===== src/core/uao_defs.svh =====
// Offsets, field positions, reset values and timing counts of the async serial channel
`ifndef UAO_DEFS_SVH
`define UAO_DEFS_SVH
// ----------------------------------------
// Register byte offsets
// ----------------------------------------
`define UAO_OFF_MODE 5'h00
`define UAO_OFF_CTRL 5'h04
`define UAO_OFF_BRG 5'h08
`define UAO_OFF_TXBUF 5'h0C
`define UAO_OFF_RXBUF 5'h10
`define UAO_OFF_STAT 5'h14
`define UAO_OFF_IRQ 5'h18
`define UAO_OFF_MASK 5'h1C
// ----------------------------------------
// Mode register fields
// ----------------------------------------
`define UAO_MODE_LEN0 0
`define UAO_MODE_LEN1 1
`define UAO_MODE_EXT 3
`define UAO_MODE_STOP2 4
`define UAO_MODE_PEVEN 5
`define UAO_MODE_PEN 6
`define UAO_MODE_SLEEP 7
// ----------------------------------------
// Control register fields
// ----------------------------------------
`define UAO_CTRL_TXEN 0
`define UAO_CTRL_ASYNC 1
`define UAO_CTRL_RXEN 2
`define UAO_CTRL_FCFUNC 3
`define UAO_CTRL_FCDIS 4
`define UAO_CTRL_REV 5
`define UAO_CTRL_INV 6
`define UAO_CTRL_OD 7
// ----------------------------------------
// Interrupt status and mask bits
// ----------------------------------------
`define UAO_IRQ_TX 0
`define UAO_IRQ_RX 1
`define UAO_IRQ_ERR 2
`define UAO_IRQ_COLL 3
// ----------------------------------------
// Reset values and timing counts
// ----------------------------------------
`define UAO_MODE_RST 8'h01
`define UAO_CTRL_RST 8'h10
`define UAO_BRG_RST 8'h00
`define UAO_OS_LAST 4'hF
`define UAO_OS_MID 4'h8
`define UAO_OS_START 4'h7
`endif


===== src/core/uao_pkg.sv =====
// State types of the async serial channel
package uao_pkg;
  typedef enum logic [2:0] {
    TX_IDLE = 3'b000,
    TX_START = 3'b001,
    TX_DATA = 3'b010,
    TX_PAR = 3'b011,
    TX_STOP = 3'b100
  } uao_tx_st_t;
  typedef enum logic [2:0] {
    RX_IDLE = 3'b000,
    RX_START = 3'b001,
    RX_DATA = 3'b010,
    RX_PAR = 3'b011,
    RX_STOP = 3'b100
  } uao_rx_st_t;
endpackage : uao_pkg


===== src/core/uao_baud_gen.sv =====
// Oversampling tick generator: internal clock or transfer clock pin, divided by n+1
`timescale 1ns/1ps
module uao_baud_gen (
  input wire logic i_ref_clk,
  input wire logic i_rst_n,
  input wire logic i_ext_sel,
  input wire logic i_ext_pin,
  input wire logic [7:0] i_div,
  output logic o_tick
);
  logic pin_q;
  logic [7:0] cnt_q;
  logic [7:0] cnt_d;
  logic tick_q;
  // ----------------------------------------
  // Base event and divider
  // ----------------------------------------
  // External clock counts its rising edges, the internal one counts every cycle
  wire base_ev = i_ext_sel ? (i_ext_pin & ~pin_q) : 1'b1;
  wire wrap = base_ev & (cnt_q >= i_div);
  assign cnt_d = wrap ? 8'h00 : (base_ev ? cnt_q + 8'h01 : cnt_q);
  always_ff @(posedge i_ref_clk or negedge i_rst_n) begin
    if (!i_rst_n) begin
      pin_q <= 1'b0;
      cnt_q <= 8'h00;
      tick_q <= 1'b0;
    end else begin
      pin_q <= i_ext_pin;
      cnt_q <= cnt_d;
      tick_q <= wrap;
    end
  end
  assign o_tick = tick_q;
endmodule : uao_baud_gen


===== src/core/uao_core.sv =====
// One async serial channel: sleep on channels other than two; data inversion, line reversal and collision options on channel two only
`timescale 1ns/1ps
`include "uao_defs.svh"
module uao_core import uao_pkg::*; #(
  parameter int CHANNEL = 2
) (
  input wire logic i_ref_clk,
  input wire logic i_rst_n,
  input wire logic i_wb_cyc,
  input wire logic i_wb_stb,
  input wire logic i_wb_we,
  input wire logic [4:0] i_wb_adr,
  input wire logic [3:0] i_wb_sel,
  input wire logic [31:0] i_wb_dat,
  output logic [31:0] o_wb_dat,
  output logic o_wb_ack,
  input wire logic i_serial_in_pin,
  output logic o_serial_out_pin,
  output logic o_serial_out_oe,
  input wire logic i_transfer_clock_pin,
  output logic o_transfer_clock_is_port,
  input wire logic i_flow_control_pin,
  output logic o_flow_control_pin,
  output logic o_flow_control_oe,
  output logic o_flow_control_is_port,
  output logic o_serial_in_is_port,
  output logic o_irq
);
  // ----------------------------------------
  // Reset release
  // ----------------------------------------
  logic [1:0] rst_sync_q;
  always_ff @(posedge i_ref_clk or negedge i_rst_n) begin
    if (!i_rst_n) rst_sync_q <= 2'b00;
    else rst_sync_q <= {rst_sync_q[0], 1'b1};
  end
  wire rst_n = rst_sync_q[1];

  logic [7:0] mode_q, ctrl_q, brg_q;
  logic [8:0] txbuf_q, rxbuf_q, tx_sh_q, rx_sh_q;
  logic tx_full_q, rx_full_q, ovr_q, fer_q, per_q, ack_q, irq_q;
  logic [3:0] irq_st_q, irq_mask_q, tx_cnt_q, rx_cnt_q, tx_bit_q, rx_bit_q;
  logic tx_par_q, rx_par_q, rx_fer_q, rx_per_q, out_q, oe_q;
  logic clk_port_q, fc_pin_q, fc_oe_q, fc_port_q, in_port_q;
  logic [31:0] rd_d;
  uao_tx_st_t tx_st_q;
  uao_rx_st_t rx_st_q;
  wire tick;

  // ----------------------------------------
  // Option decode
  // ----------------------------------------
  // Options absent on a channel are forced off so software cannot reach them
  wire ch2 = (CHANNEL == 2);
  wire sleep_en = mode_q[`UAO_MODE_SLEEP] & ~ch2;
  wire inv_en = ctrl_q[`UAO_CTRL_INV] & ch2;
  wire rev_en = ctrl_q[`UAO_CTRL_REV] & ch2;
  wire ext_clk = mode_q[`UAO_MODE_EXT] & ~ch2;
  wire async_on = ctrl_q[`UAO_CTRL_ASYNC];
  wire rx_en = ctrl_q[`UAO_CTRL_RXEN];
  wire fc_dis = ctrl_q[`UAO_CTRL_FCDIS];
  wire fc_func = ctrl_q[`UAO_CTRL_FCFUNC];
  wire od = ctrl_q[`UAO_CTRL_OD];
  wire [3:0] nbits = mode_q[`UAO_MODE_LEN1] ? 4'h9 : (mode_q[`UAO_MODE_LEN0] ? 4'h8 : 4'h7);
  wire [8:0] char_mask = mode_q[`UAO_MODE_LEN1] ? 9'h1FF : (mode_q[`UAO_MODE_LEN0] ? 9'h0FF : 9'h07F);
  wire [8:0] inv_mask = inv_en ? char_mask : 9'h000;

  uao_baud_gen u_baud (
    .i_ref_clk(i_ref_clk),
    .i_rst_n(rst_n),
    .i_ext_sel(ext_clk),
    .i_ext_pin(i_transfer_clock_pin),
    .i_div(brg_q),
    .o_tick(tick)
  );

  // ----------------------------------------
  // Wishbone decode
  // ----------------------------------------
  // Writes and read side effects land on the acknowledging edge only
  wire wb_req = i_wb_cyc & i_wb_stb;
  wire [4:0] wb_off = {i_wb_adr[4:2], 2'b00};
  wire wr = wb_req & i_wb_we & ack_q & i_wb_sel[0];
  wire rd_take = wb_req & ~i_wb_we & ack_q;
  wire wr_mode = wr & (wb_off == `UAO_OFF_MODE);
  wire wr_ctrl = wr & (wb_off == `UAO_OFF_CTRL);
  wire wr_brg = wr & (wb_off == `UAO_OFF_BRG);
  wire wr_tx = wr & (wb_off == `UAO_OFF_TXBUF);
  wire wr_irq = wr & (wb_off == `UAO_OFF_IRQ);
  wire wr_mask = wr & (wb_off == `UAO_OFF_MASK);
  wire rd_rx = rd_take & (wb_off == `UAO_OFF_RXBUF);
  wire [8:0] tx_wdat = {i_wb_sel[1] & i_wb_dat[8], i_wb_dat[7:0]};
  wire err_sum = ovr_q | fer_q | per_q;
  wire [7:0] stat = {rx_st_q != RX_IDLE, err_sum, per_q, fer_q, ovr_q, rx_full_q, tx_st_q != TX_IDLE, tx_full_q};

  // Read mux; unmapped offsets answer with zero
  always_comb begin
    rd_d = 32'h0000_0000;
    unique case (wb_off)
      `UAO_OFF_MODE: rd_d[7:0] = mode_q;
      `UAO_OFF_CTRL: rd_d[7:0] = ctrl_q;
      `UAO_OFF_BRG: rd_d[7:0] = brg_q;
      `UAO_OFF_TXBUF: rd_d[8:0] = (txbuf_q ^ inv_mask) & char_mask;
      `UAO_OFF_RXBUF: rd_d[8:0] = (rxbuf_q ^ inv_mask) & char_mask;
      `UAO_OFF_STAT: rd_d[7:0] = stat;
      `UAO_OFF_IRQ: rd_d[3:0] = irq_st_q;
      `UAO_OFF_MASK: rd_d[3:0] = irq_mask_q;
      default: rd_d = 32'h0000_0000;
    endcase
  end

  // Registered answer, one cycle after the request is seen
  always_ff @(posedge i_ref_clk or negedge rst_n) begin
    if (!rst_n) begin
      ack_q <= 1'b0;
      o_wb_dat <= 32'h0000_0000;
    end else begin
      ack_q <= wb_req & ~ack_q;
      if (wb_req & ~ack_q) o_wb_dat <= rd_d;
    end
  end
  assign o_wb_ack = ack_q;

  // Configuration registers
  always_ff @(posedge i_ref_clk or negedge rst_n) begin
    if (!rst_n) begin
      mode_q <= `UAO_MODE_RST;
      ctrl_q <= `UAO_CTRL_RST;
      brg_q <= `UAO_BRG_RST;
      irq_mask_q <= 4'h0;
      txbuf_q <= 9'h000;
    end else begin
      if (wr_mode) mode_q <= i_wb_dat[7:0];
      if (wr_ctrl) ctrl_q <= i_wb_dat[7:0];
      if (wr_brg) brg_q <= i_wb_dat[7:0];
      if (wr_mask) irq_mask_q <= i_wb_dat[3:0];
      if (wr_tx) txbuf_q <= (tx_wdat ^ inv_mask) & char_mask;
    end
  end

  // ----------------------------------------
  // Transmitter
  // ----------------------------------------
  wire cts_ok = fc_dis | fc_func | ~i_flow_control_pin;
  wire tx_go = (tx_st_q == TX_IDLE) & async_on & ctrl_q[`UAO_CTRL_TXEN] & tx_full_q & cts_ok;
  wire tx_bit_end = tick & (tx_cnt_q == `UAO_OS_LAST);
  wire tx_done = tx_bit_end & (tx_st_q == TX_STOP) & (tx_bit_q[0] == mode_q[`UAO_MODE_STOP2]);
  // Framing bits come from the state, never from the buffer, so inversion cannot touch them
  wire tx_lvl = (tx_st_q == TX_START) ? 1'b0 : (tx_st_q == TX_DATA) ? tx_sh_q[0] :
                (tx_st_q == TX_PAR) ? tx_par_q : 1'b1;
  wire coll_ev = ch2 & tick & (tx_cnt_q == `UAO_OS_MID) & (tx_st_q != TX_IDLE) & (out_q != i_serial_in_pin);

  always_ff @(posedge i_ref_clk or negedge rst_n) begin
    if (!rst_n) begin
      tx_st_q <= TX_IDLE;
      tx_cnt_q <= 4'h0;
      tx_bit_q <= 4'h0;
      tx_sh_q <= 9'h000;
      tx_par_q <= 1'b0;
    end else begin
      if (tick) tx_cnt_q <= (tx_st_q == TX_IDLE) ? 4'h0 : tx_cnt_q + 4'h1;
      unique case (tx_st_q)
        TX_IDLE: if (tx_go) begin
          tx_st_q <= TX_START;
          tx_sh_q <= txbuf_q;
          tx_par_q <= ~mode_q[`UAO_MODE_PEVEN];
          tx_bit_q <= 4'h0;
        end
        TX_START: if (tx_bit_end) tx_st_q <= TX_DATA;
        TX_DATA: if (tx_bit_end) begin
          tx_sh_q <= {1'b0, tx_sh_q[8:1]};
          tx_par_q <= tx_par_q ^ tx_sh_q[0];
          tx_bit_q <= tx_bit_q + 4'h1;
          if (tx_bit_q == nbits - 4'h1) begin
            tx_st_q <= mode_q[`UAO_MODE_PEN] ? TX_PAR : TX_STOP;
            tx_bit_q <= 4'h0;
          end
        end
        TX_PAR: if (tx_bit_end) tx_st_q <= TX_STOP;
        TX_STOP: if (tx_bit_end) begin
          tx_bit_q <= tx_bit_q + 4'h1;
          if (tx_done) tx_st_q <= TX_IDLE;
        end
        default: tx_st_q <= TX_IDLE;
      endcase
    end
  end

  // ----------------------------------------
  // Receiver
  // ----------------------------------------
  wire rx_lvl = i_serial_in_pin ^ rev_en;
  wire rx_bit_end = tick & (rx_cnt_q == `UAO_OS_LAST);
  wire rx_done = rx_bit_end & (rx_st_q == RX_STOP) & (rx_bit_q[0] == mode_q[`UAO_MODE_STOP2]);
  wire rx_msb = rx_sh_q[nbits - 4'h1];
  wire rx_fer_now = rx_fer_q | ~rx_lvl;
  wire rx_accept = rx_done & (~sleep_en | rx_msb);

  always_ff @(posedge i_ref_clk or negedge rst_n) begin
    if (!rst_n) begin
      rx_st_q <= RX_IDLE;
      rx_cnt_q <= 4'h0;
      rx_bit_q <= 4'h0;
      rx_sh_q <= 9'h000;
      rx_par_q <= 1'b0;
      rx_fer_q <= 1'b0;
      rx_per_q <= 1'b0;
    end else begin
      if (tick) rx_cnt_q <= (rx_st_q == RX_IDLE) ? 4'h0 : rx_cnt_q + 4'h1;
      unique case (rx_st_q)
        RX_IDLE: if (async_on & rx_en & ~rx_lvl) begin
          rx_st_q <= RX_START;
          rx_sh_q <= 9'h000;
          rx_bit_q <= 4'h0;
          rx_par_q <= ~mode_q[`UAO_MODE_PEVEN];
          rx_fer_q <= 1'b0;
          rx_per_q <= 1'b0;
        end
        // Half a bit in, a high line means a glitch, not a start bit
        RX_START: if (tick & (rx_cnt_q == `UAO_OS_START)) begin
          rx_st_q <= rx_lvl ? RX_IDLE : RX_DATA;
          rx_cnt_q <= 4'h0;
        end
        RX_DATA: if (rx_bit_end) begin
          rx_sh_q[rx_bit_q] <= rx_lvl;
          rx_par_q <= rx_par_q ^ rx_lvl;
          rx_bit_q <= rx_bit_q + 4'h1;
          if (rx_bit_q == nbits - 4'h1) begin
            rx_st_q <= mode_q[`UAO_MODE_PEN] ? RX_PAR : RX_STOP;
            rx_bit_q <= 4'h0;
          end
        end
        RX_PAR: if (rx_bit_end) begin
          rx_per_q <= (rx_lvl != rx_par_q);
          rx_st_q <= RX_STOP;
        end
        RX_STOP: if (rx_bit_end) begin
          rx_fer_q <= rx_fer_now;
          rx_bit_q <= rx_bit_q + 4'h1;
          if (rx_done) rx_st_q <= RX_IDLE;
        end
        default: rx_st_q <= RX_IDLE;
      endcase
    end
  end

  // Buffers, error flags; a new frame wins over a clearing read
  always_ff @(posedge i_ref_clk or negedge rst_n) begin
    if (!rst_n) begin
      tx_full_q <= 1'b0;
      rx_full_q <= 1'b0;
      rxbuf_q <= 9'h000;
      ovr_q <= 1'b0;
      fer_q <= 1'b0;
      per_q <= 1'b0;
    end else begin
      tx_full_q <= (tx_full_q & ~tx_go) | wr_tx;
      rx_full_q <= (rx_full_q & ~rd_rx) | rx_accept;
      if (rx_accept) begin
        rxbuf_q <= rx_sh_q;
        ovr_q <= rx_full_q & ~rd_rx;
        fer_q <= rx_fer_now;
        per_q <= rx_per_q;
      end
    end
  end

  // ----------------------------------------
  // Interrupts and pins
  // ----------------------------------------
  // Overrun keeps the receive event quiet; the error event reports it instead
  wire err_ev = rx_accept & (rx_fer_now | rx_per_q | (rx_full_q & ~rd_rx));
  wire [3:0] ev = {coll_ev, err_ev, rx_accept & ~(rx_full_q & ~rd_rx), tx_done};
  always_ff @(posedge i_ref_clk or negedge rst_n) begin
    if (!rst_n) begin
      irq_st_q <= 4'h0;
      irq_q <= 1'b0;
    end else begin
      irq_st_q <= (irq_st_q & ~(wr_irq ? i_wb_dat[3:0] : 4'h0)) | ev;
      irq_q <= |(irq_st_q & irq_mask_q);
    end
  end
  assign o_irq = irq_q;

  // Pin drivers; open drain only drives the low level, so idle high floats
  always_ff @(posedge i_ref_clk or negedge rst_n) begin
    if (!rst_n) begin
      out_q <= 1'b1;
      oe_q <= 1'b0;
      clk_port_q <= 1'b1;
      fc_pin_q <= 1'b1;
      fc_oe_q <= 1'b0;
      fc_port_q <= 1'b1;
      in_port_q <= 1'b1;
    end else begin
      out_q <= async_on ? (tx_lvl ^ rev_en) : 1'b1;
      oe_q <= async_on & (~od | ~(tx_lvl ^ rev_en));
      clk_port_q <= ~ext_clk;
      fc_pin_q <= ~(rx_en & ~rx_full_q);
      fc_oe_q <= ~fc_dis & fc_func;
      fc_port_q <= fc_dis;
      in_port_q <= ~rx_en;
    end
  end
  assign o_serial_out_pin = out_q;
  assign o_serial_out_oe = oe_q;
  assign o_transfer_clock_is_port = clk_port_q;
  assign o_flow_control_pin = fc_pin_q;
  assign o_flow_control_oe = fc_oe_q;
  assign o_flow_control_is_port = fc_port_q;
  assign o_serial_in_is_port = in_port_q;
endmodule : uao_core


===== config.mk =====
export PLATFORM = sky130hd
export DESIGN_NAME = uao_core
export DESIGN_NICKNAME = d
export VERILOG_FILES = /design/src/core/uao_pkg.sv /design/src/core/uao_baud_gen.sv /design/src/core/uao_core.sv
export VERILOG_INCLUDE_DIRS = /design/src /design/src/core
export SDC_FILE = /design/constraint.sdc
export NUM_CORES = 1
export LEC_CHECK = 0
export ABC_CLOCK_PERIOD_IN_PS = 10100
export BUFFER_PORTS_ARGS = -buffer_cell sky130_fd_sc_hd__buf_4
export CAP_MARGIN = 20
export CORE_MARGIN = 2
export CORE_UTILIZATION = 50
export DETAILED_ROUTE_END_ITERATION = 8
export PLACE_DENSITY = 0.69
export SETUP_SLACK_MARGIN = 0.5
export SYNTH_ARGS = -nofsm -noshare
export SYNTH_HDL_FRONTEND = slang
export SYNTH_SLANG_ARGS = --single-unit

===== constraint.sdc =====
create_clock -name i_ref_clk -period 10.1 [get_ports i_ref_clk]
set_input_delay 1.515 -clock i_ref_clk [delete_from_list [all_inputs] [get_ports i_ref_clk]]
set_output_delay 1.515 -clock i_ref_clk [all_outputs]
set_load 0.02 [all_outputs]

==> results.json, run 1 <==
{
  "ctsHoldBuffers": 0,
  "final_layout_size_suffix_gt1_share_pct": 17.5,
  "crit_arrival_ps": 3230,
  "hold_path_class": "flip-flop to async pin",
  "nNetsFinal": 768,
  "synth_top_area_share_pct": 44.5,
  "dp_hpwl_um": 11000,
  "grt_usage_pct": 23.0,
  "ys_ff_latch": 127,
  "layout_min_cycle_time_ps": 2920,
  "whs_ps": 346,
  "cts_root_buf": "clkbuf_16",
  "setup_violations": 0,
  "die_area_um2": 14600,
  "slew_violations": 0,
  "vias_per_cell": 5.65,
  "netlist_area_um2": 6810,
  "netlist_instances": 670,
  "drc": 0,
  "critPathLaunchType": "input pin",
  "gp_congestion": 0.856,
  "r2r-end": "rxbuf_q[5]$_DFFE_PN0P_",
  "crit_path_end": "rx_sh_q[7]$_DFFE_PN0P_",
  "met2_length_um": 7470,
  "cts_tree": "built",
  "drtIter0Drc": 376,
  "fmax_mhz": 342,
  "critPathMaxStageDelay_ps": 470,
  "end_kind": "flip-flop",
  "hold_violations": 0,
  "antenna_cells": 0,
  "portBuffers": 37,
  "die_y_um": 121,
  "timing.critical_path.from": "i_serial_in_pin",
  "fillers": 1139,
  "top_layer_used": "met4",
  "ys.warnings.count": 0,
  "first_pass_iters": 7,
  "seq_area_frac_synth_pct": 46.8,
  "start_util_pct": 51.2,
  "peakVddDrop_mv": 0.142,
  "totalWireLength_um": 15600,
  "cts_setup_buffers": 0,
  "synth_edf_count": 0,
  "path_class": "input pin to flip-flop",
  "rows": 42,
  "synth_top_area_cell": "dfrtp_1",
  "netlist-cell-type-count": 64,
  "crit_chain": "buf_4 > xnor2_2 > nand4_2 > o21ai_1 > nand2_1 > a22o_1",
  "worstRegToRegCells": 3,
  "drtAntennaViolNets": 0,
  "met3WireLength_um": 839,
  "fin_crit_sh_pct": 28.9,
  "globalRoute.totalOverflow": 0,
  "synth.avg_cell_area_um2": 10.2,
  "power_leakage_nw": 3.55,
  "slew_headroom_pct": 32.2,
  "clockBufferDepth": 2,
  "p_total_mw": 1.47,
  "crit_required_ps": 10400,
  "syn_to_final_growth_pct": 13.5,
  "ys.flop_type": "dfrtp_1",
  "htreeDepth": 4,
  "r2r_setup_slack_ps": 7910,
  "worstReg2RegStart": "u_baud.o_tick$_DFF_PN0_",
  "num_vias": 5037,
  "numCtsBuffers": 17,
  "status": "finished clean",
  "critPathMaxFanout": 11,
  "power_density_nw_per_um2": 191,
  "layout_common_cells": "dfrtp_1, nand2_1, buf_4",
  "finClkSkew_ps": 5.93,
  "clock_sinks": 127,
  "io_pins": 90,
  "grt_max_degree": 77,
  "clock_latency_ps": 420,
  "grt_pass1_vias": 4926,
  "antenna_found_initial": 0,
  "setup_tns_ps": 0,
  "die_w_um": 121,
  "final_common_cell": "dfrtp_1",
  "routed_wire_length_per_instance_um": 17.6,
  "async_flop_share_pct": 100,
  "clk_pin_slew_ps": 50,
  "ctsResizeCount": 0,
  "core_um2": 13300,
  "crit_slowest_cell": "o21ai_1",
  "grt_pass1_wl_um": 25700,
  "tightest_slew_ps": 1010,
  "rsz0062_at_grt": "false",
  "fin_cells": 891,
  "synthTopCellsByArea": "dfrtp_1, nand2_1, mux2_2, ha_1, xnor2_1",
  "wl_met1_um": 6880,
  "place_inst": 857,
  "maxCapViolCount": 0
}
[kinds of logic after synthesis]
family / Yosys count / synth area share [%]
muxes: 54 / 9.65
DFF: 127 / 46.8
xor gates and xnor gates: 44 / 5.77
other: 2 / 0.110
adders and majority gates: 17 / 3.12
buffers and inverters: 80 / 6.12
and+or+nand+nor: 200 / 14.8
AOI/OAI and AO/OA: 146 / 13.7
[critical path, delay by kind of cell]
family	cells	cell delay, ps
AND/OR/NAND/NOR	2	390
AO/OA/AOI/OAI	2	730
XOR/XNOR	1	460
buffers and inverters	1	130
[worst min-delay path by stage]
stage                             from                       to
2_1_floorplan  rst_sync_q[0]$_DFF_PN0_  rst_sync_q[1]$_DFF_PN0_
3_3_place_gp   rst_sync_q[0]$_DFF_PN0_  rst_sync_q[1]$_DFF_PN0_
4_1_cts        rst_sync_q[0]$_DFF_PN0_  rst_sync_q[1]$_DFF_PN0_
6_report       rst_sync_q[1]$_DFF_PN0_   rx_sh_q[7]$_DFFE_PN0P_
3_5_place_dp   rst_sync_q[0]$_DFF_PN0_  rst_sync_q[1]$_DFF_PN0_
5_1_grt        rst_sync_q[0]$_DFF_PN0_  rst_sync_q[1]$_DFF_PN0_
[Yosys cell counts (10+ instances only)]
master	count
xor2_1	20
xnor2_1	23
mux2_2	27
ha_1	17
a22o_1	13
dfrtp_1	121
clkbuf_1	11
a21oi_1	35
nand3_1	20
nand2b_1	10
o21ai_0	40
nand2_1	84
o22ai_1	10
buf_4	26
buf_2	15
inv_1	27
mux2i_1	15
nor2_1	35
[sequential cells by signal (all words and copies together), names as in the netlist, 8 cells and up]
| signal | cells |
|---|---|
| u_baud.cnt_q | 8 |
| rxbuf_q | 9 |
| tx_sh_q | 9 |
| brg_q | 8 |
| o_wb_dat | 9 |
| mode_q | 8 |
| txbuf_q | 9 |
| rx_sh_q | 9 |
| ctrl_q | 8 |
[layer usage]
| layer | GRT usage [%] | vias up |
|---|---|---|
| li1 | - | 2367 |
| met1 | 30.9 | 2512 |
| met2 | 35.5 | 125 |
| met3 | 6.23 | 33 |
| met4 | 9.16 | 0 |
| met5 | 0 | - |
[metrics by stage]
stage                     worst slack (ps)  area, um^2  utilization (%)
after floorplan                       6310        6890                -
after global placement                6860        7100             53.4
after detailed placement              6810        7110             53.5
after CTS                             7230        7710             58.0
after global routing                  7020        7720             58.1
final                                 7180        7720             58.1
[where the power goes]
group	switching (mW)	internal, mW	leakage, nW
Clock	0.210	0.402	0.294
Combinational	0.135	0.103	1.67
Sequential	0.0657	0.557	1.58
Total	0.411	1.06	3.55
[final cells by class]
class,count,area [um^2],share of cell area [%]
Multi-Input combinational cell,486,3290,42.6
Sequential cell,127,3190,41.3
Clock buffer,27,523,6.77
Timing Repair Buffer,43,320,4.15
Tap cell,176,220,2.85
Inverter,27,101,1.31
Clock inverter,5,77.6,1.00
Power figures use the tool's default switching activity.
==> run 2: changes to the inputs <==
--- a/config.mk
+++ b/config.mk
@@ -6,13 +6,14 @@
 export SDC_FILE = /design/constraint.sdc
 export NUM_CORES = 1
 export LEC_CHECK = 0
-export ABC_CLOCK_PERIOD_IN_PS = 10100
+export ABC_AREA = 1
+export ABC_CLOCK_PERIOD_IN_PS = 2500
 export BUFFER_PORTS_ARGS = -buffer_cell sky130_fd_sc_hd__buf_4
 export CAP_MARGIN = 20
 export CORE_MARGIN = 2
 export CORE_UTILIZATION = 50
 export DETAILED_ROUTE_END_ITERATION = 8
-export PLACE_DENSITY = 0.69
+export PLACE_DENSITY = 0.71
 export SETUP_SLACK_MARGIN = 0.5
 export SYNTH_ARGS = -nofsm -noshare
 export SYNTH_HDL_FRONTEND = slang
==> constraint.sdc (replaced) <==
create_clock -name i_ref_clk -period 2.5 [get_ports i_ref_clk]
set_input_delay 0.375 -clock i_ref_clk [delete_from_list [all_inputs] [get_ports i_ref_clk]]
set_output_delay 0.375 -clock i_ref_clk [all_outputs]
set_load 0.02 [all_outputs]
==> run 2 against run 1 <==
  * Via count grew 14%
  * Clock-buffer cell count shrank 8
  * Sequential cell count is the same
  * Sequential power grew to 4.0 times the previous value
  * Critical path depth grew 3
  * Non-clock buffer count grew 3
  * Register-to-register slack lost 7100 ps
  * Wire length grew 2.8%
==> results.json, run 2 <==
{
  "final_common_cell": "nand2_1",
  "synth-compound-area-share_pct": 11.4,
  "layout_min_cycle_time_ps": 1740,
  "gp_congestion": 0.913,
  "slew_violations": 0,
  "fmax_mhz": 575,
  "grt_usage_pct": 23.4,
  "async_flop_share_pct": 100,
  "power_density_nw_per_um2": 829,
  "syn_to_final_growth_pct": 14.2,
  "netlist_area_um2": 6960,
  "fin_ws_ps": 761,
  "ys_ff_latch": 127,
  "layout_common_cells": "nand2_1, dfrtp_1, inv_1",
  "io_pins": 90,
  "yosysMostFrequentCell": "nand2_1",
  "status": "finished clean",
  "hold_violations": 0,
  "netlist-cell-type-count": 38,
  "path_class": "flip-flop to flip-flop",
  "start_util_pct": 50.8,
  "fillers": 1277,
  "grt_pass1_wl_um": 26800,
  "crit_arrival_ps": 2110,
  "num_vias": 5746,
  "met2_length_um": 7360,
  "hold_path_depth": 3,
  "drtAntennaViolNets": 0,
  "place_ws_ps": 645,
  "synth.avg_cell_area_um2": 7.74,
  "htreeDepth": 4,
  "antenna_found_initial": 0,
  "ys.warnings.count": 0,
  "grt_max_degree": 126,
  "rows": 43,
  "synth_edf_count": 0,
  "core_um2": 13700,
  "clk_pin_slew_ps": 60,
  "hold_path_class": "input pin to flip-flop",
  "drtIter0Drc": 504,
  "synth_top_area_share_pct": 43.5,
  "synth-xor-area-share_pct": 4.91,
  "setup_violations": 0,
  "synth_fa_ha_area_share_pct": 3.05,
  "totalWireLength_um": 16100,
  "wl_met1_um": 7420,
  "antenna_cells": 0,
  "final_cell_area_um2": 7950,
  "drc": 0,
  "synth_top_area_cell": "dfrtp_1",
  "peakVddDrop_mv": 0.519,
  "grt_pass1_vias": 5405,
  "p_total_mw": 6.59,
  "worstRegToRegCells": 9,
  "portBuffers": 37,
  "numCtsBuffers": 17,
  "multiInputGateArea_um2": 3130,
  "register_area_um2": 3190,
  "dp_hpwl_um": 11600,
  "clock_sinks": 127,
  "fin_crit_sh_pct": 69.6,
  "placed_area_um2": 7330,
  "synthTopCellsByArea": "dfrtp_1, nand2_1, o21ai_0, inv_1, nor2_1",
  "setup_tns_ps": 0,
  "power_leakage_nw": 4.02,
  "first_pass_iters": 5,
  "maxCapViolCount": 0,
  "nNetsFinal": 1012,
  "end_kind": "flip-flop",
  "clockBufferDepth": 2,
  "yosys.area_share.simple_pct": 24.2,
  "cts_tree": "built",
  "synth.top_cells.by_count": "nand2_1, dfrtp_1, inv_1, o21ai_0, nor2_1",
  "critPathMaxFanout": 11,
  "globalRoute.totalOverflow": 0,
  "met3WireLength_um": 913,
  "critPathLaunchType": "flip-flop",
  "cts_root_buf": "clkbuf_16",
  "top_layer_used": "met4",
  "routed_wire_length_per_instance_um": 14.1,
  "vias_per_cell": 5.04,
  "final_layout_size_suffix_gt1_share_pct": 10.9,
  "die_area_um2": 14900,
  "rsz0062_at_grt": "false",
  "synthMuxAreaShare_pct": 0,
  "seq_area_frac_synth_pct": 45.8,
  "synth_top_family_by_area": "simple AND/OR/NAND/NOR gates",
  "crit_required_ps": 2870,
  "clock_latency_ps": 430,
  "whs_ps": 239,
  "die_y_um": 122,
  "netlist_instances": 900,
  "ys.flop_type": "dfrtp_1",
  "slew_headroom_pct": 53.5,
  "finClkSkew_ps": 6.59,
  "tightest_slew_ps": 698,
  "die_w_um": 122
}
==> run 2: layer usage <==
metal	GRT usage (%)	up-vias
met5	0	-
met4	9.41	0
met3	4.17	29
met2	36.4	153
met1	32.5	2663
li1	-	2901
==> run 2: cells by family after synthesis <==
group / Yosys count
simple gates: 407
buf+inv: 159
compound gates: 149
flops: 127
xor+xnor: 39
fa+ha+maj: 17
other cells: 2
==> run 2: metrics by stage <==
stage / cells / util, %
after floorplan: 923 / -
after global placement: 1106 / 53.4
after detailed placement: 1106 / 53.4
after CTS: 1139 / 57.9
after global routing: 1139 / 57.9
final: 1139 / 57.9
==> run 2: final timing paths <==
kind | startpoint | endpoint | slack (ps)
max | rx_st_q[2]$_DFFE_PN0P_ | rx_sh_q[4]$_DFFE_PN0P_ | 760
min | i_wb_dat[4] | txbuf_q[4]$_DFFE_PN0P_ | 240
max reg2reg | rx_st_q[2]$_DFFE_PN0P_ | rx_sh_q[4]$_DFFE_PN0P_ | 760
min reg2reg | rst_sync_q[0]$_DFF_PN0_ | rst_sync_q[1]$_DFF_PN0_ | 350
max in group asynchronous | rst_sync_q[1]$_DFF_PN0_ | ctrl_q[6]$_DFFE_PN0P_ | 1520
min in group asynchronous | i_rst_n | rst_sync_q[1]$_DFF_PN0_ | 260
==> run 2: final cells by class <==
class	instances	share of cell area, %
multi-input cells	637	39.3
clock inverters	13	2.05
well taps	180	2.83
inverters	117	5.52
flip-flops and latches	127	40.1
repair buffers	46	4.53
clock buffers	19	5.57
==> run 2: critical path, cell delays in order (launching register included) <==
cell and delay, ps:
dfrtp_1 410, nor2_2 160, inv_1 80, nor2_2 200, nand3_1 190, nand2_2 220
nand3_1 140, inv_2 160, nand2_1 70, nand2_1 60
==> run 2: report_power, final <==
| part | switching, mW | total [mW] | internal (mW) |
|---|---|---|---|
| Clock | 0.939 | 2.53 | 1.59 |
| Combinational | 1.05 | 1.57 | 0.514 |
| Sequential | 0.196 | 2.49 | 2.29 |
==> run 2: what timing repair did <==
item / 4_1_cts / 5_1_grt
resized for setup: 0 / 3
hold buffers: 1 / 0
setup buffers: 0 / 0
endpoints found under the hold margin: 2 / 0
endpoints found under the setup margin: 0 / 9
==> run 3: changes to the inputs <==
--- a/config.mk
+++ b/config.mk
@@ -7,7 +7,7 @@
 export NUM_CORES = 1
 export LEC_CHECK = 0
 export ABC_AREA = 1
-export ABC_CLOCK_PERIOD_IN_PS = 2500
+export ABC_CLOCK_PERIOD_IN_PS = 1500
 export BUFFER_PORTS_ARGS = -buffer_cell sky130_fd_sc_hd__buf_4
 export CAP_MARGIN = 20
 export CORE_MARGIN = 2
==> constraint.sdc (replaced) <==
create_clock -name i_ref_clk -period 1.5 [get_ports i_ref_clk]
set_input_delay 0.225 -clock i_ref_clk [delete_from_list [all_inputs] [get_ports i_ref_clk]]
set_output_delay 0.225 -clock i_ref_clk [all_outputs]
set_load 0.02 [all_outputs]
==> run 3 against run 2 <==
  * The run now ends with negative setup slack left
  * Clock-buffer cell count fell by 2
  * Die area did not move
  * Core utilization rose by 16 points
  * Clock power rose by 74%
  * Non-clock buffer count rose by 102
  * Sequential share of layout area fell by 8.8 points
  * Wire length rose by 33%
  * Sequential power rose by 70%
  * Largest cell class is now multi-input gates
==> results.json, run 3 (synthesis results as in run 2) <==
{
  "critPathMaxStageDelay_ps": 500,
  "multiInputGateArea_um2": 4240,
  "layout_min_cycle_time_ps": 1540,
  "setup_violations": 4,
  "rows": 43,
  "first_pass_iters": 5,
  "layout_common_cells": "nand2_1, dfrtp_1, buf_4",
  "end_kind": "flip-flop",
  "die_w_um": 122,
  "place_ws_ps": -21.7,
  "cpMostUsedCell": "nand2_1",
  "antenna_cells": 0,
  "totalWireLength_um": 21500,
  "htreeDepth": 4,
  "peakVddDrop_mv": 0.992,
  "nNetsFinal": 1116,
  "fin_ws_ps": -42.6,
  "drc": 0,
  "drtIter0Drc": 449,
  "globalRoute.totalOverflow": 0,
  "start_util_pct": 50.8,
  "gp_congestion": 0.919,
  "r2r_setup_slack_ps": -40,
  "grt_pass1_vias": 6440,
  "grt_max_degree": 37,
  "hold_path_class": "input pin to flip-flop",
  "hold_start": "i_wb_dat[3]",
  "hold_violations": 0,
  "cp_top_family": "flip-flops",
  "io_pins": 90,
  "slew_violations": 0,
  "cp_num_buf_inv": 1,
  "grt_pass1_wl_um": 31700,
  "antenna_found_initial": 0,
  "critPathMaxFanout": 6,
  "die_area_um2": 14900,
  "critPathLaunchType": "flip-flop",
  "final_layout_size_suffix_gt1_share_pct": 40.7,
  "clock_sinks": 127,
  "drtAntennaViolNets": 0,
  "vias_per_cell": 5.39,
  "dp_hpwl_um": 12300,
  "power_leakage_nw": 4.87,
  "crit_slowest_cell": "dfrtp_2",
  "fmax_mhz": 648,
  "fin_crit_sh_pct": 103,
  "clk_pin_slew_ps": 60,
  "syn_to_final_growth_pct": 46.2,
  "maxCapViolCount": 0,
  "core_um2": 13700,
  "status": "finished, violations left",
  "finClkSkew_ps": 8.31,
  "timing.critical_path.from": "ctrl_q[6]$_DFFE_PN0P_",
  "register_area_um2": 3200,
  "clockBufferDepth": 2,
  "path_class": "flip-flop to flip-flop",
  "place_inst": 1145,
  "fillers": 916,
  "cts_tree": "built",
  "cts_root_buf": "clkbuf_16",
  "crit_chain": "buf_12 > xor2_1 > a21oi_2 > nand2_1 > o21ai_2 > nand2_1",
  "crit_required_ps": 1810,
  "grt_usage_pct": 27.9,
  "portBuffers": 37,
  "final_common_cell": "nand2_1",
  "clock_latency_ps": 430,
  "crit_arrival_ps": 1850,
  "routed_wire_length_per_instance_um": 17.3,
  "die_y_um": 122,
  "numCtsBuffers": 17,
  "worstReg2RegStart": "ctrl_q[6]$_DFFE_PN0P_",
  "power_density_nw_per_um2": 1310,
  "num_vias": 6701,
  "rsz0062_at_grt": "true",
  "fin_cells": 1243,
  "failed_checks": "negative setup slack"
}
run 3: cell count changes in the layout (fill, tap and decap cells not counted), moves of 37 or more:
cell     delta
buf_4      +46
buf_6      +46
nand2_1    -73
nand2_2    +50
o21ai_0    -77
o21ai_1    +37
o21ai_2    +38
run 3: worst register-to-register path, stage by stage (launching register included):
cell and delay [ps]:
dfrtp_2 500, buf_12 190, xor2_1 180, a21oi_2 200, nand2_1 100, o21ai_2 150
nand2_1 90
run 3: worst paths after layout:
kind	end	cells after the start
worst max-delay path	o_wb_dat[4]$_DFFE_PN0P_	6
worst min-delay path	txbuf_q[3]$_DFFE_PN0P_	3
worst max register to register	o_wb_dat[4]$_DFFE_PN0P_	6
worst min register to register	rx_cnt_q[3]$_DFF_PN0_	0
max in group asynchronous	o_serial_in_is_port$_DFF_PN1_	1
min in group asynchronous	rst_sync_q[1]$_DFF_PN0_	2
run 3: layout make-up:
type	instances	share of cell area (%)
Inverter	117	4.63
Clock buffer	17	4.18
Tap cell	180	2.21
Clock inverter	15	1.89
Timing Repair Buffer	148	14.0
Sequential cell	127	31.4
Multi-Input combinational cell	639	41.7
run 3: report_power, final:
| group | switching (mW) | leakage, nW | total, mW | internal, mW |
|---|---|---|---|---|
| clock | 1.64 | 0.295 | 4.41 | 2.77 |
| sequential | 0.415 | 1.65 | 4.24 | 3.82 |
| combinational | 2.68 | 2.92 | 4.68 | 2.00 |
run 3: routing by layer:
metal | share of wire (%) | vias up | routed length, um | global-route usage (%)
li1 | - | 3144 | - | -
met1 | 39 | 3249 | 8320 | 33.8
met2 | 51 | 230 | 11000 | 46.5
met3 | 5.8 | 78 | 1240 | 6.46
met4 | 4.4 | 0 | 941 | 14.0
met5 | 0 | - | 0 | 0
run 3: stage by stage:
step                      hold WS, ps  util, %  instance area, um^2  setup TNS, ps  total power, mW
after detailed placement         8.57     56.9                 7810          -21.9             7.23
after global routing             99.4     74.2                10200          -1330             14.0
after floorplan                 -70.6        -                 7240              0             6.44
after global placement           8.40     56.9                 7810              0             7.17
after CTS                        83.0     69.1                 9490              0             12.5
final                            92.8     74.2                10200           -116             13.3
run 3: timing repair:
item                                    4_1_cts  5_1_grt
hold buffers                                  1        0
pin swaps                                    82       81
gates resized for setup                     201      163
setup buffers                                38       18
endpoints found under the hold margin         2        0
endpoints found under the setup margin      137      137
gates cloned                                  9        0
